[config.mk]
export PLATFORM = sky130hd
export DESIGN_NAME = adc_output_core
export DESIGN_NICKNAME = d
export VERILOG_FILES = /design/src/verilog/adc_types_pkg.sv /design/src/verilog/level_sync.sv /design/src/verilog/residue_stage.sv /design/src/verilog/adc_output_core.sv
export VERILOG_INCLUDE_DIRS = /design/src /design/src/verilog
export SDC_FILE = /design/constraint.sdc
export NUM_CORES = 1
export LEC_CHECK = 0
export BUFFER_PORTS_ARGS = -buffer_cell sky130_fd_sc_hd__buf_2
export CAP_MARGIN = 20
export CORE_MARGIN = 2
export CORE_UTILIZATION = 45
export DETAILED_ROUTE_END_ITERATION = 10
export PLACE_DENSITY = 0.66
export SYNTH_ARGS = -nofsm -noshare
export SYNTH_HDL_FRONTEND = slang
export SYNTH_SLANG_ARGS = --single-unit
export TNS_END_PERCENT = 20
[constraint.sdc]
create_clock -name clk -period 2.2 [get_ports clk]
set_clock_uncertainty 0.1 [all_clocks]
set_input_delay 0.44 -clock clk [delete_from_list [all_inputs] [get_ports clk]]
set_output_delay 0.44 -clock clk [all_outputs]
set_load 0.01 [all_outputs]
[src/verilog/adc_consts.svh]
// Constants of the converter output interface
`ifndef ADC_OUTPUT_CONSTS_SVH
`define ADC_OUTPUT_CONSTS_SVH

`define WORD_WIDTH      12
`define LEVEL_WIDTH     14
`define STAGE_COUNT     5
`define PIPE_LATENCY    5
`define SYNC_WIDTH      6

`define LEVEL_MAX       14'sh07FF
`define LEVEL_MIN       -14'sh0800
`define CODE_TOP        12'hFFF
`define CODE_BOTTOM     12'h000
`define CODE_MSB_FLIP   12'h800

`define MODE_TWOS_BIT   1

`define ADDR_WIDTH      4
`define DATA_WIDTH      32
`define REG_STATUS      4'h0
`define REG_MASK        4'h4
`define REG_INFO        4'h8
`define REG_SAMPLE      4'hC

`define EV_WIDTH        3
`define EV_RANGE        0
`define EV_WORD         1
`define EV_POWER        2
`define STATUS_RESET    3'h0
`define MASK_RESET      3'h0

`define INFO_STATE_LO   0
`define INFO_TWOS       2
`define INFO_STAB       3
`define INFO_DRIVE      4
`define SAMPLE_FLAG     12

`endif

[src/verilog/adc_types_pkg.sv]
// Types of the converter output interface
`default_nettype none

package adc_types_pkg;

  typedef enum logic [1:0] {
    PWR_NORMAL = 2'b00,
    PWR_NAP    = 2'b01,
    PWR_SLEEP  = 2'b10
  } power_state_t;

endpackage : adc_types_pkg

`default_nettype wire

[src/verilog/level_sync.sv]
// Two-flop synchroniser for pin levels
`timescale 1ns/1ns
`default_nettype none

module level_sync #(
  parameter int WIDTH = 1
) (
  input  wire logic             clk,
  input  wire logic             reset_n,
  input  wire logic             clk_en,
  input  wire logic [WIDTH-1:0] pin_in,
  output var  logic [WIDTH-1:0] level_out
);

  logic [WIDTH-1:0] first_stage;
  logic [WIDTH-1:0] next_first;
  logic [WIDTH-1:0] next_level;

  generate
    if (WIDTH < 1) begin : g_bad
      $error("level_sync needs WIDTH of at least one");
    end
  endgenerate

  always_comb begin
    next_first = clk_en ? pin_in : first_stage;
    next_level = clk_en ? first_stage : level_out;
  end

  always_ff @(posedge clk or negedge reset_n) begin
    if (!reset_n) begin
      first_stage <= '0;
      level_out   <= '0;
    end else begin
      first_stage <= next_first;
      level_out   <= next_level;
    end
  end

endmodule : level_sync

`default_nettype wire

[src/verilog/residue_stage.sv]
// One pipelined conversion stage: resolves a field, passes the residue on
`timescale 1ns/1ns
`default_nettype none

module residue_stage #(
  parameter int WIDTH = 12,
  parameter int HI    = 11,
  parameter int LO    = 9
) (
  input  wire logic             clk,
  input  wire logic             reset_n,
  input  wire logic             clk_en,
  input  wire logic             load,
  input  wire logic             flush,
  input  wire logic [WIDTH-1:0] residue_in,
  input  wire logic [WIDTH-1:0] word_in,
  input  wire logic             flag_in,
  output var  logic [WIDTH-1:0] residue_out,
  output var  logic [WIDTH-1:0] word_out,
  output var  logic             flag_out
);

  localparam logic [WIDTH-1:0] ALL_ONES = {WIDTH{1'b1}};
  localparam logic [WIDTH-1:0] FIELD    = (ALL_ONES >> (WIDTH - 1 - HI)) & (ALL_ONES << LO);

  logic [WIDTH-1:0] next_residue;
  logic [WIDTH-1:0] next_word;
  logic             next_flag;

  generate
    if (HI < LO || HI >= WIDTH || LO < 0) begin : g_bad
      $error("residue_stage field out of range");
    end
  endgenerate

  always_comb begin
    next_residue = residue_out;
    next_word    = word_out;
    next_flag    = flag_out;
    if (flush) begin
      next_residue = '0;
      next_word    = '0;
      next_flag    = 1'b0;
    end else if (load) begin
      // Partial results merge as they advance, so all fields stay aligned
      next_word    = word_in | (residue_in & FIELD);  // RULE_12
      next_residue = residue_in & ~FIELD;
      next_flag    = flag_in;
    end
  end

  always_ff @(posedge clk or negedge reset_n) begin
    if (!reset_n) begin
      residue_out <= '0;
      word_out    <= '0;
      flag_out    <= 1'b0;
    end else if (clk_en) begin
      residue_out <= next_residue;
      word_out    <= next_word;
      flag_out    <= next_flag;
    end
  end

endmodule : residue_stage

`default_nettype wire

[src/verilog/adc_output_core.sv]
// Digital output side of a pipelined sampling converter
//
// Contract
// (RULE_01) Power up, drive low: convert, outputs driven
// (RULE_02) Power down: nap or sleep, outputs released
// (RULE_03) Receiver latches word on strobe falling edge
// (RULE_04) Twelve-bit word, bit eleven most significant
// (RULE_05) Flag high when input out of range
// (RULE_06) Format low codes select offset binary
// (RULE_07) Format high codes select two's complement
// (RULE_08) Result appears five encode cycles after sampling
// (RULE_09) Track while encode low, hold on rise
// (RULE_10) Positive input rising, complement input falling
// (RULE_11) Odd and even stages alternate per phase
// (RULE_12) Align stage results, combine before output
// (RULE_13) Midscale top bit only; two's inverts it
//
// Implementation choices: the address map and strobed register access.
`timescale 1ns/1ns
`default_nettype none
`include "adc_consts.svh"

module adc_output_core #(
  parameter int WIDTH   = `WORD_WIDTH,
  parameter int STAGES  = `STAGE_COUNT,
  parameter int LATENCY = `PIPE_LATENCY
) (
  input  wire logic                     clk,
  input  wire logic                     reset_n,
  input  wire logic                     clk_en,
  input  wire logic                     encode_pos,
  input  wire logic                     encode_neg,
  input  wire logic                     power_down_select,
  input  wire logic                     drive_disable,
  input  wire logic [1:0]               format_select,
  input  wire logic signed [`LEVEL_WIDTH-1:0] analog_level,
  input  wire logic [`ADDR_WIDTH-1:0]   reg_addr,
  input  wire logic [`DATA_WIDTH-1:0]   reg_wdata,
  input  wire logic                     reg_write,
  input  wire logic                     reg_read,
  output var  logic [`DATA_WIDTH-1:0]   reg_rdata,
  output var  logic [WIDTH-1:0]         sample_bits,
  output var  logic                     range_exceeded_flag,
  output var  logic                     data_valid_strobe,
  output var  logic                     output_enable,
  output var  logic                     stabiliser_on,
  output var  logic                     irq
);

  localparam int ALIGN = LATENCY - 3;

  generate
    if (WIDTH != `WORD_WIDTH || STAGES < 2 || STAGES > WIDTH || LATENCY < 4) begin : g_bad
      $error("adc_output_core parameters not supported");
    end
  endgenerate

  ////////////////////////////////////////////////////////////////////////////
  // Pin synchronisers

  logic [`SYNC_WIDTH-1:0] pins_sync;
  logic                   pos_s;
  logic                   neg_s;
  logic                   pd_s;
  logic                   dd_s;
  logic [1:0]             fmt_s;

  level_sync #(
    .WIDTH (`SYNC_WIDTH)
  ) u_sync (
    .clk       (clk),
    .reset_n   (reset_n),
    .clk_en    (clk_en),
    .pin_in    ({encode_pos, encode_neg, power_down_select, drive_disable, format_select}),
    .level_out (pins_sync)
  );

  assign {pos_s, neg_s, pd_s, dd_s, fmt_s} = pins_sync;

  ////////////////////////////////////////////////////////////////////////////
  // Encode phase and power state

  adc_types_pkg::power_state_t power_state;
  adc_types_pkg::power_state_t next_power_state;
  logic                        enc_phase;
  logic                        next_enc_phase;
  logic                        rise_evt;
  logic                        fall_evt;
  logic                        run;
  logic                        flush;

  always_comb begin
    next_enc_phase = enc_phase;
    // Equal levels on the pair carry no edge, so the phase holds
    if (pos_s && !neg_s) begin
      next_enc_phase = 1'b1;  // RULE_10
    end else if (!pos_s && neg_s) begin
      next_enc_phase = 1'b0;  // RULE_10
    end
    if (!pd_s) begin
      next_power_state = adc_types_pkg::PWR_NORMAL;  // RULE_01
    end else if (dd_s) begin
      next_power_state = adc_types_pkg::PWR_SLEEP;  // RULE_02
    end else begin
      next_power_state = adc_types_pkg::PWR_NAP;  // RULE_02
    end
    run      = (power_state == adc_types_pkg::PWR_NORMAL);
    flush    = (power_state == adc_types_pkg::PWR_SLEEP);
    rise_evt = run && !enc_phase && next_enc_phase;
    fall_evt = run && enc_phase && !next_enc_phase;
  end

  always_ff @(posedge clk or negedge reset_n) begin
    if (!reset_n) begin
      enc_phase   <= 1'b0;
      power_state <= adc_types_pkg::PWR_NORMAL;
    end else if (clk_en) begin
      enc_phase   <= next_enc_phase;
      power_state <= next_power_state;
    end
  end

  ////////////////////////////////////////////////////////////////////////////
  // Sample and hold with range check

  logic [WIDTH-1:0] held_code;
  logic             held_flag;
  logic [WIDTH-1:0] next_held_code;
  logic             next_held_flag;

  always_comb begin
    next_held_code = held_code;
    next_held_flag = held_flag;
    if (flush) begin
      next_held_code = '0;
      next_held_flag = 1'b0;
    end else if (rise_evt) begin
      // Level is taken only at the rising phase, tracked before it
      if (analog_level > `LEVEL_MAX) begin  // RULE_09
        next_held_code = `CODE_TOP;
        next_held_flag = 1'b1;  // RULE_05
      end else if (analog_level < `LEVEL_MIN) begin
        next_held_code = `CODE_BOTTOM;
        next_held_flag = 1'b1;  // RULE_05
      end else begin
        // Offset binary: bottom to zero, midscale to top bit only
        next_held_code = analog_level[WIDTH-1:0] ^ `CODE_MSB_FLIP;  // RULE_13
        next_held_flag = 1'b0;  // RULE_05
      end
    end
  end

  always_ff @(posedge clk or negedge reset_n) begin
    if (!reset_n) begin
      held_code <= '0;
      held_flag <= 1'b0;
    end else if (clk_en) begin
      held_code <= next_held_code;
      held_flag <= next_held_flag;
    end
  end

  ////////////////////////////////////////////////////////////////////////////
  // Pipelined stages

  logic [WIDTH-1:0] stage_res  [0:STAGES];
  logic [WIDTH-1:0] stage_word [0:STAGES];
  logic             stage_flag [0:STAGES];

  assign stage_res[0]  = held_code;
  assign stage_word[0] = '0;
  assign stage_flag[0] = held_flag;

  generate
    for (genvar i = 0; i < STAGES; i++) begin : g_stage
      localparam int HI = (WIDTH * (STAGES - i)) / STAGES - 1;
      localparam int LO = (WIDTH * (STAGES - 1 - i)) / STAGES;
      // First, third and fifth stages take on the falling phase
      localparam bit ON_FALL = (i % 2) == 0;

      residue_stage #(
        .WIDTH (WIDTH),
        .HI    (HI),
        .LO    (LO)
      ) u_stage (
        .clk         (clk),
        .reset_n     (reset_n),
        .clk_en      (clk_en),
        .load        (ON_FALL ? fall_evt : rise_evt),  // RULE_11
        .flush       (flush),
        .residue_in  (stage_res[i]),
        .word_in     (stage_word[i]),
        .flag_in     (stage_flag[i]),
        .residue_out (stage_res[i+1]),
        .word_out    (stage_word[i+1]),
        .flag_out    (stage_flag[i+1])
      );
    end
  endgenerate

  ////////////////////////////////////////////////////////////////////////////
  // Alignment, format and output drivers

  logic [WIDTH:0]   align_q    [0:ALIGN-1];
  logic [WIDTH:0]   next_align [0:ALIGN-1];
  logic [WIDTH-1:0] next_sample;
  logic             next_flag_out;
  logic             next_strobe;
  logic             next_oe;
  logic             next_stab;
  logic             twos;

  always_comb begin
    twos          = fmt_s[`MODE_TWOS_BIT];  // RULE_06 RULE_07
    next_stab     = fmt_s[1] ^ fmt_s[0];
    next_sample   = sample_bits;
    next_flag_out = range_exceeded_flag;
    for (int k = 0; k < ALIGN; k++) begin
      next_align[k] = align_q[k];
    end
    if (flush) begin
      for (int k = 0; k < ALIGN; k++) begin
        next_align[k] = '0;
      end
    end else if (rise_evt) begin
      // Three more rising phases after the last stage give five in all
      next_align[0] = {stage_flag[STAGES], stage_word[STAGES]};  // RULE_08
      for (int k = 1; k < ALIGN; k++) begin
        next_align[k] = align_q[k-1];
      end
      next_sample   = align_q[ALIGN-1][WIDTH-1:0] ^ (twos ? `CODE_MSB_FLIP : `CODE_BOTTOM);  // RULE_04 RULE_13
      next_flag_out = align_q[ALIGN-1][WIDTH];  // RULE_05
    end
    next_oe = run && !dd_s;  // RULE_01 RULE_02
    // Word changes on the strobe's rise, so it is steady at its fall
    next_strobe = next_oe && next_enc_phase;  // RULE_03
  end

  always_ff @(posedge clk or negedge reset_n) begin
    if (!reset_n) begin
      for (int k = 0; k < ALIGN; k++) begin
        align_q[k] <= '0;
      end
      sample_bits         <= '0;
      range_exceeded_flag <= 1'b0;
      data_valid_strobe   <= 1'b0;
      output_enable       <= 1'b0;
      stabiliser_on       <= 1'b0;
    end else if (clk_en) begin
      for (int k = 0; k < ALIGN; k++) begin
        align_q[k] <= next_align[k];
      end
      sample_bits         <= next_sample;
      range_exceeded_flag <= next_flag_out;
      data_valid_strobe   <= next_strobe;
      output_enable       <= next_oe;
      stabiliser_on       <= next_stab;
    end
  end

  ////////////////////////////////////////////////////////////////////////////
  // Register port and interrupt

  logic [`EV_WIDTH-1:0]   status;
  logic [`EV_WIDTH-1:0]   mask;
  logic [`EV_WIDTH-1:0]   next_status;
  logic [`EV_WIDTH-1:0]   next_mask;
  logic [`EV_WIDTH-1:0]   events;
  logic [`DATA_WIDTH-1:0] next_rdata;
  logic                   next_irq;

  always_comb begin
    events               = '0;
    events[`EV_RANGE]    = rise_evt && align_q[ALIGN-1][WIDTH];
    events[`EV_WORD]     = rise_evt;
    events[`EV_POWER]    = next_power_state != power_state;
    next_status          = status;
    next_mask            = mask;
    if (reg_write && reg_addr == `REG_STATUS) begin
      next_status = status & ~reg_wdata[`EV_WIDTH-1:0];
    end
    if (reg_write && reg_addr == `REG_MASK) begin
      next_mask = reg_wdata[`EV_WIDTH-1:0];
    end
    // A new event beats a clear in the same cycle
    next_status = next_status | events;
    next_irq    = |(next_status & next_mask);
    next_rdata  = '0;
    if (reg_read) begin
      unique case (reg_addr)
        `REG_STATUS: next_rdata[`EV_WIDTH-1:0] = status;
        `REG_MASK:   next_rdata[`EV_WIDTH-1:0] = mask;
        `REG_INFO: begin
          next_rdata[`INFO_STATE_LO+1:`INFO_STATE_LO] = power_state;
          next_rdata[`INFO_TWOS]  = twos;
          next_rdata[`INFO_STAB]  = stabiliser_on;
          next_rdata[`INFO_DRIVE] = output_enable;
        end
        `REG_SAMPLE: begin
          next_rdata[WIDTH-1:0]    = sample_bits;
          next_rdata[`SAMPLE_FLAG] = range_exceeded_flag;
        end
        default: next_rdata = '0;
      endcase
    end
  end

  always_ff @(posedge clk or negedge reset_n) begin
    if (!reset_n) begin
      status    <= `STATUS_RESET;
      mask      <= `MASK_RESET;
      reg_rdata <= '0;
      irq       <= 1'b0;
    end else if (clk_en) begin
      status    <= next_status;
      mask      <= next_mask;
      reg_rdata <= next_rdata;
      irq       <= next_irq;
    end
  end

endmodule : adc_output_core

`default_nettype wire

# Yosys cells after proc, flatten, opt, wreduce, memory -nomap -nowiden
# Index checks and enable logic that the tools add are counted.
# totals
register_bits	196
latch_bits	0
ramBits	0
rom_bits	0
in_bits	61
out_inout_bits	49
wordCells	123
n_memories	0
# classes
addsub	0
n_mul	0
n_div	0
n_lt_le_gt_ge	2
n_eq_ne	5
shifts	0
mux	49
n_bitwise	12
n_reduce_logical	24
# ops
operator	n
two-way mux 12 bit	15
two-way mux 26 bit	2
two-way mux 9 bit	2
two-way mux 1 bit	16
greater-than comparator 14 x 12 -> 1 bit (second input constant)	1
less-than comparator 14 x 12 -> 1 bit (second input constant)	1
two-way mux 7 bit	2
two-way mux 13 bit	1
OR 12 x 2 -> 12 bit	1
OR 12 x 4 -> 12 bit	1
OR 12 x 7 -> 12 bit	1
OR 12 x 9 -> 12 bit	1
one-hot mux 3 bit (4 select lines)	1
bitwise XOR 12 bit	1
logical AND 1 bit	11
equality test 4 bit (second input constant)	2
two-way mux 2 bit	4
two-way mux 4 bit	2
two-way mux 8 bit	1
bitwise AND 3 bit	2
two-way mux 3 bit	2
logical NOT 1 bit	5
equality test 4 x 3 -> 1 bit (second input constant)	1
logical NOT 4 bit	1
other kinds (12)	15

# Longest topological paths before layout
# logic_depth
ltp_word	9
ltp_mapped	7
mapped_depth_nobuf	5

# Hierarchy
# Synthesis repeated with hierarchy kept, for this count alone.
# hier_totals
cells_unflattened	975
hier_area_um2	10390.0
# modules_own_cells
mod	instances	cells_per_inst	area_each_um2	seq_area_each_um2
adc_output_core	1	318	3414.5	1951.9
residue_stage (g_stage[1].u_stage ...)	2	128	1302.5	575.6
residue_stage (g_stage[0].u_stage)	1	125	1313.8	550.5
residue_stage (g_stage[4].u_stage)	1	128	1306.3	575.6
residue_stage (g_stage[2].u_stage)	1	123	1266.2	550.5
level_sync	1	25	484.2	300.3

# Least setup slack after synthesis
# Ideal clock, no wire load.
# synth_timing
kind	input -> register
start	input reg_addr[1]
end	register irq
setup_time_ns	0.126
arrival_ns	1.507
t_required_ns	1.974
slack_ns	0.467
stages	5
path_buffers	0
cell_sequence	nor4b_4 > nand2_1 > o22ai_1 > nor3_1 > o32a_1
# synth_between
elab_chain_cells	6
elab_cells_between_ends	9
classes_between	1 x eq/ne; 2 x mux; 2 x bitwise; 4 x reduce/logical
# synth_lines
element	line_no	rtl
from (decl)	adc_output_core.sv:37	input wire logic [`ADDR_WIDTH-1:0] reg_addr,
logical NOT 4 bit	n/a	
logical AND 1 bit (no source line)	n/a	
two-way mux 3 bit	adc_output_core.sv:279	if (reg_write && reg_addr == `REG_STATUS) begin
OR 3 bit	adc_output_core.sv:286	next_status = next_status | events;
bitwise AND 3 bit (*)	adc_output_core.sv:287	next_irq = |(next_status & next_mask);
OR reduction 3 bit (*)	adc_output_core.sv:287	
to (signal assigned)	adc_output_core.sv:318	irq <= next_irq;
to (decl)	adc_output_core.sv:47	output var logic irq
# Every way passes the cells marked *; elsewhere a longest branch is shown, timed or not.
# A chain may end at the register's enable or synchronous reset.

# Final worst setup path
# layout_timing
start	register enc_phase
end	register sample_bits[9]
# layout_between
elab_chain_cells	4
elab_cells_between_ends	6
classes_between	2 x mux; 4 x reduce/logical
# layout_lines
element	line_no	rtl
from (decl)	adc_output_core.sv:85	logic enc_phase;
from (signal assigned)	adc_output_core.sv:118	enc_phase <= next_enc_phase;
two-way mux 1 bit or logical NOT 1 bit (tied branches)	adc_output_core.sv:97, adc_output_core.sv:109	
two-way mux 1 bit or logical AND 1 bit (tied branches)	adc_output_core.sv:95, adc_output_core.sv:109	
logical AND 1 bit (*)	adc_output_core.sv:109	rise_evt = run && !enc_phase && next_enc_phase;
AND reduction 3 bit (no source line) (*)	n/a	
to (signal assigned)	adc_output_core.sv:253	sample_bits <= next_sample;
to (decl)	adc_output_core.sv:42	output var logic [WIDTH-1:0] sample_bits,
# Marks and branches as above.

==> results.py <==
metrics = {
    "status": {
        "status": "finished clean",
    },
    "placed_design": {
        "postPlaceCellArea_um2": 6610,
        "place_hpwl_um": 6990,
        "numPortBuffers": 61,
        "dp_cells": 693,
        "gp_congestion": 0.873,
    },
    "clock_tree": {
        "clkSlewWorstSetupHoldPaths_ns": 0.06,
        "h-tree-depth": 4,
        "cts_tree": "built",
        "insertion_delay_ns": 0.41,
        "cts_root_buf": "clkbuf_16",
        "cts_buffers": 17,
        "cts_buffer_depth": 2,
        "cts_num_sinks": 155,
    },
    "global_route": {
        "grt_max_degree": 66,
        "grt-ovfl-total": 0,
        "grt_busiest_layer": "met2",
        "use_met3_pct": 3.87,
        "gr-usage-all-layers_pct": 16.2,
        "grt_pass1_vias": 3840,
        "grt_pass1_wl_um": 18600,
        "met1_usage_pct": 21.1,
        "grt_use_met2_pct": 26.1,
        "antenna_found_initial": 0,
    },
    "layout": {
        "fin_nets": 598,
        "fillers": 1107,
        "num_antenna_cells": 0,
        "final_common_cell": "dfrtp_1",
        "fin_util_pct": 54.4,
        "drive_gt1_share_pct": 26.0,
        "layout_common_cells": "155 x dfrtp_1, 93 x a22o_1, 60 x buf_2",
        "instances_no_fill": 726,
        "areaGrowthSynthToFinish_pct": 18.0,
        "design_area_um2": 7240,
    },
    "routing": {
        "viasPerCell": 5.27,
        "drc": 0,
        "vias": 3824,
        "ant_nets": 0,
        "wl_per_cell_um": 14.6,
        "totalWireLength_um": 10600,
        "drt_iter0_drc": 203,
        "first_pass_iters": 4,
    },
    "logic_synthesis": {
        "async_reset_ff_share_pct": 100,
        "synth-edff-count": 0,
        "synth_seq_area_share_pct": 63.2,
        "syn_avg_cell_area_um2": 13.0,
        "yosysWarnings": 0,
        "synth_top_cells_by_area": "dfrtp_1 63%, a22o_1 13%, mux2_2 5.1%",
        "synth.cell_area_um2": 6140,
        "synth-seq-cells": 155,
        "yosysUniqueCellTypes": 38,
        "synth_top_flop_cell": "dfrtp_1",
        "synthesis.instances": 473,
        "synth_top_cell_area_share_pct": 63.2,
        "synth_top_cell_by_area": "dfrtp_1",
    },
    "die": {
        "fp.dieH_um": 121,
        "dieWidth_um": 121,
        "start_util_pct": 46.2,
        "ios": 110,
        "coreArea_um2": 13300,
        "num_rows": 42,
        "die_area_um2": 14600,
    },
    "critical_path": {
        "crit_type": "flip-flop to flip-flop",
        "start_kind": "flip-flop",
        "reg2reg_to": "sample_bits[9]",
        "cp_max_fo": 25,
        "r2r_setup_slack_ns": 0.27,
        "crit_arrival_ns": 2.13,
        "reg2reg_from": "enc_phase",
        "r2r_cells": 5,
        "required_ns": 2.40,
        "endpoint_kind": "flip-flop",
    },
    "sta": {
        "hold_viol": 0,
        "slew_headroom_pct": 54.9,
        "fin_crit_ns": 1.93,
        "worst_pin_slew_ns": 0.673,
        "drv_slew": 0,
        "timing.fmax_mhz": 518,
        "grt_setup_unrepaired": "false",
        "finalCritPeriodShare_pct": 87.8,
        "setup-violations-final": 0,
        "fin_setup_tns_ns": 0,
    },
    "power": {
        "power_mw": 6.94,
        "peakVddDrop_mv": 0.609,
        "leakagePower_nw": 3.55,
        "power.density_nw_per_um2": 959,
    },
    "min_path": {
        "min_from": "format_select[0]",
        "hold_depth": 2,
        "min_to": "u_sync.first_stage[0]",
        "hp-class": "primary input to flip-flop",
    },
    "job": {
        "maxCapViolCount": 0,
    },
}
## cell type report
type                            instances  area [um2]  share of cell area, %
Clock buffer                           19         453                   6.26
Clock inverter                         13         163                   2.25
Inverter                               18        67.6                  0.933
Multi-Input combinational cell        268        1960                   27.1
Sequential cell                       155        3880                   53.6
Tap cell                              176         220                   3.04
Timing Repair Buffer                   77         497                   6.86
## state kept, by name (all words and copies together) (netlist names), 2 cells and up
name	count
align_q	26
g_stage.u_stage.flag_out	5
g_stage.u_stage.residue_out	22
g_stage.u_stage.word_out	38
held_code	12
mask	3
power_state	2
reg_rdata	13
sample_bits	12
status	3
u_sync.first_stage	6
u_sync.level_out	6
## stage by stage
step | worst slack, ns | hold WS (ns)
global route | 0.115 | 0.151
global placement | 0.229 | 0.304
finish | 0.268 | 0.152
CTS | 0.200 | 0.138
detailed placement | 0.173 | 0.306
floorplan | 0.467 | 0.0444
## synth_stat cells, types with 2 or more instances
library cell  number
a21oi_1            4
dfrtp_1          155
mux2_2            28
o21ai_0           31
clkbuf_1          12
inv_1             18
nand2_1           31
mux4_1             3
a22o_1            93
buf_6              6
buf_1              3
buf_2              9
buf_4             19
mux2i_1            2
nor2_1            19
o22ai_1            5
xnor2_1            2
nand3_1            9
nor3b_1            2
nor3_1             4
## kinds of logic (layout without fill, tap and decap cells)
family | Yosys count | in the layout | synth area share, %
XOR/XNOR | 2 | 2 | 0.286
other | 1 | 19 | 0.0611
adder cells (fa/ha/maj) | 1 | 1 | 0.163
flip-flops | 155 | 155 | 63.2
multiplexers | 33 | 33 | 6.75
buffers and inverters | 68 | 127 | 6.26
AND/OR/NAND/NOR | 75 | 75 | 5.97
AO/OA/AOI/OAI | 138 | 138 | 17.3
## repair_timing
| item | in CTS | in global routing |
|---|---|---|
| setup endpoints to repair | 0 | 1 |
| hold endpoints to repair | 46 | 0 |
| gates resized for setup | 0 | 1 |
| setup buffers | 0 | 0 |
| hold buffers | 1 | 0 |
## how the worst max path moves through the flow
stage,start,endpoint,slack [ns],cells after the start
floorplan,reg_addr[1],irq,0.47,5
global placement,reg_addr[1],irq,0.23,6
detailed placement,reg_addr[1],irq,0.17,6
CTS,enc_phase,held_code[9],0.20,6
global route,enc_phase,held_code[2],0.11,6
finish,enc_phase,sample_bits[9],0.27,5
## per-layer routing
layer / vias up / part of all wire [%]
met5: - / 0
met4: 0 / 1.3
met3: 11 / 4.4
met2: 89 / 49
met1: 1907 / 45
li1: 1817 / -
## where the power goes
group	internal, mW	total, mW	switching, mW
combinational	0.304	0.692	0.388
clock	1.85	3.00	1.14
sequential	3.09	3.26	0.163
## worst max-delay path, stage by stage, from the launching register on
cell	delay, ns
dfrtp_1	0.41
nor3b_2	0.30
and3_1	0.23
and2_2	0.24
buf_12	0.18
mux2_2	0.35
Note: power is estimated with default switching activity, not from simulation.
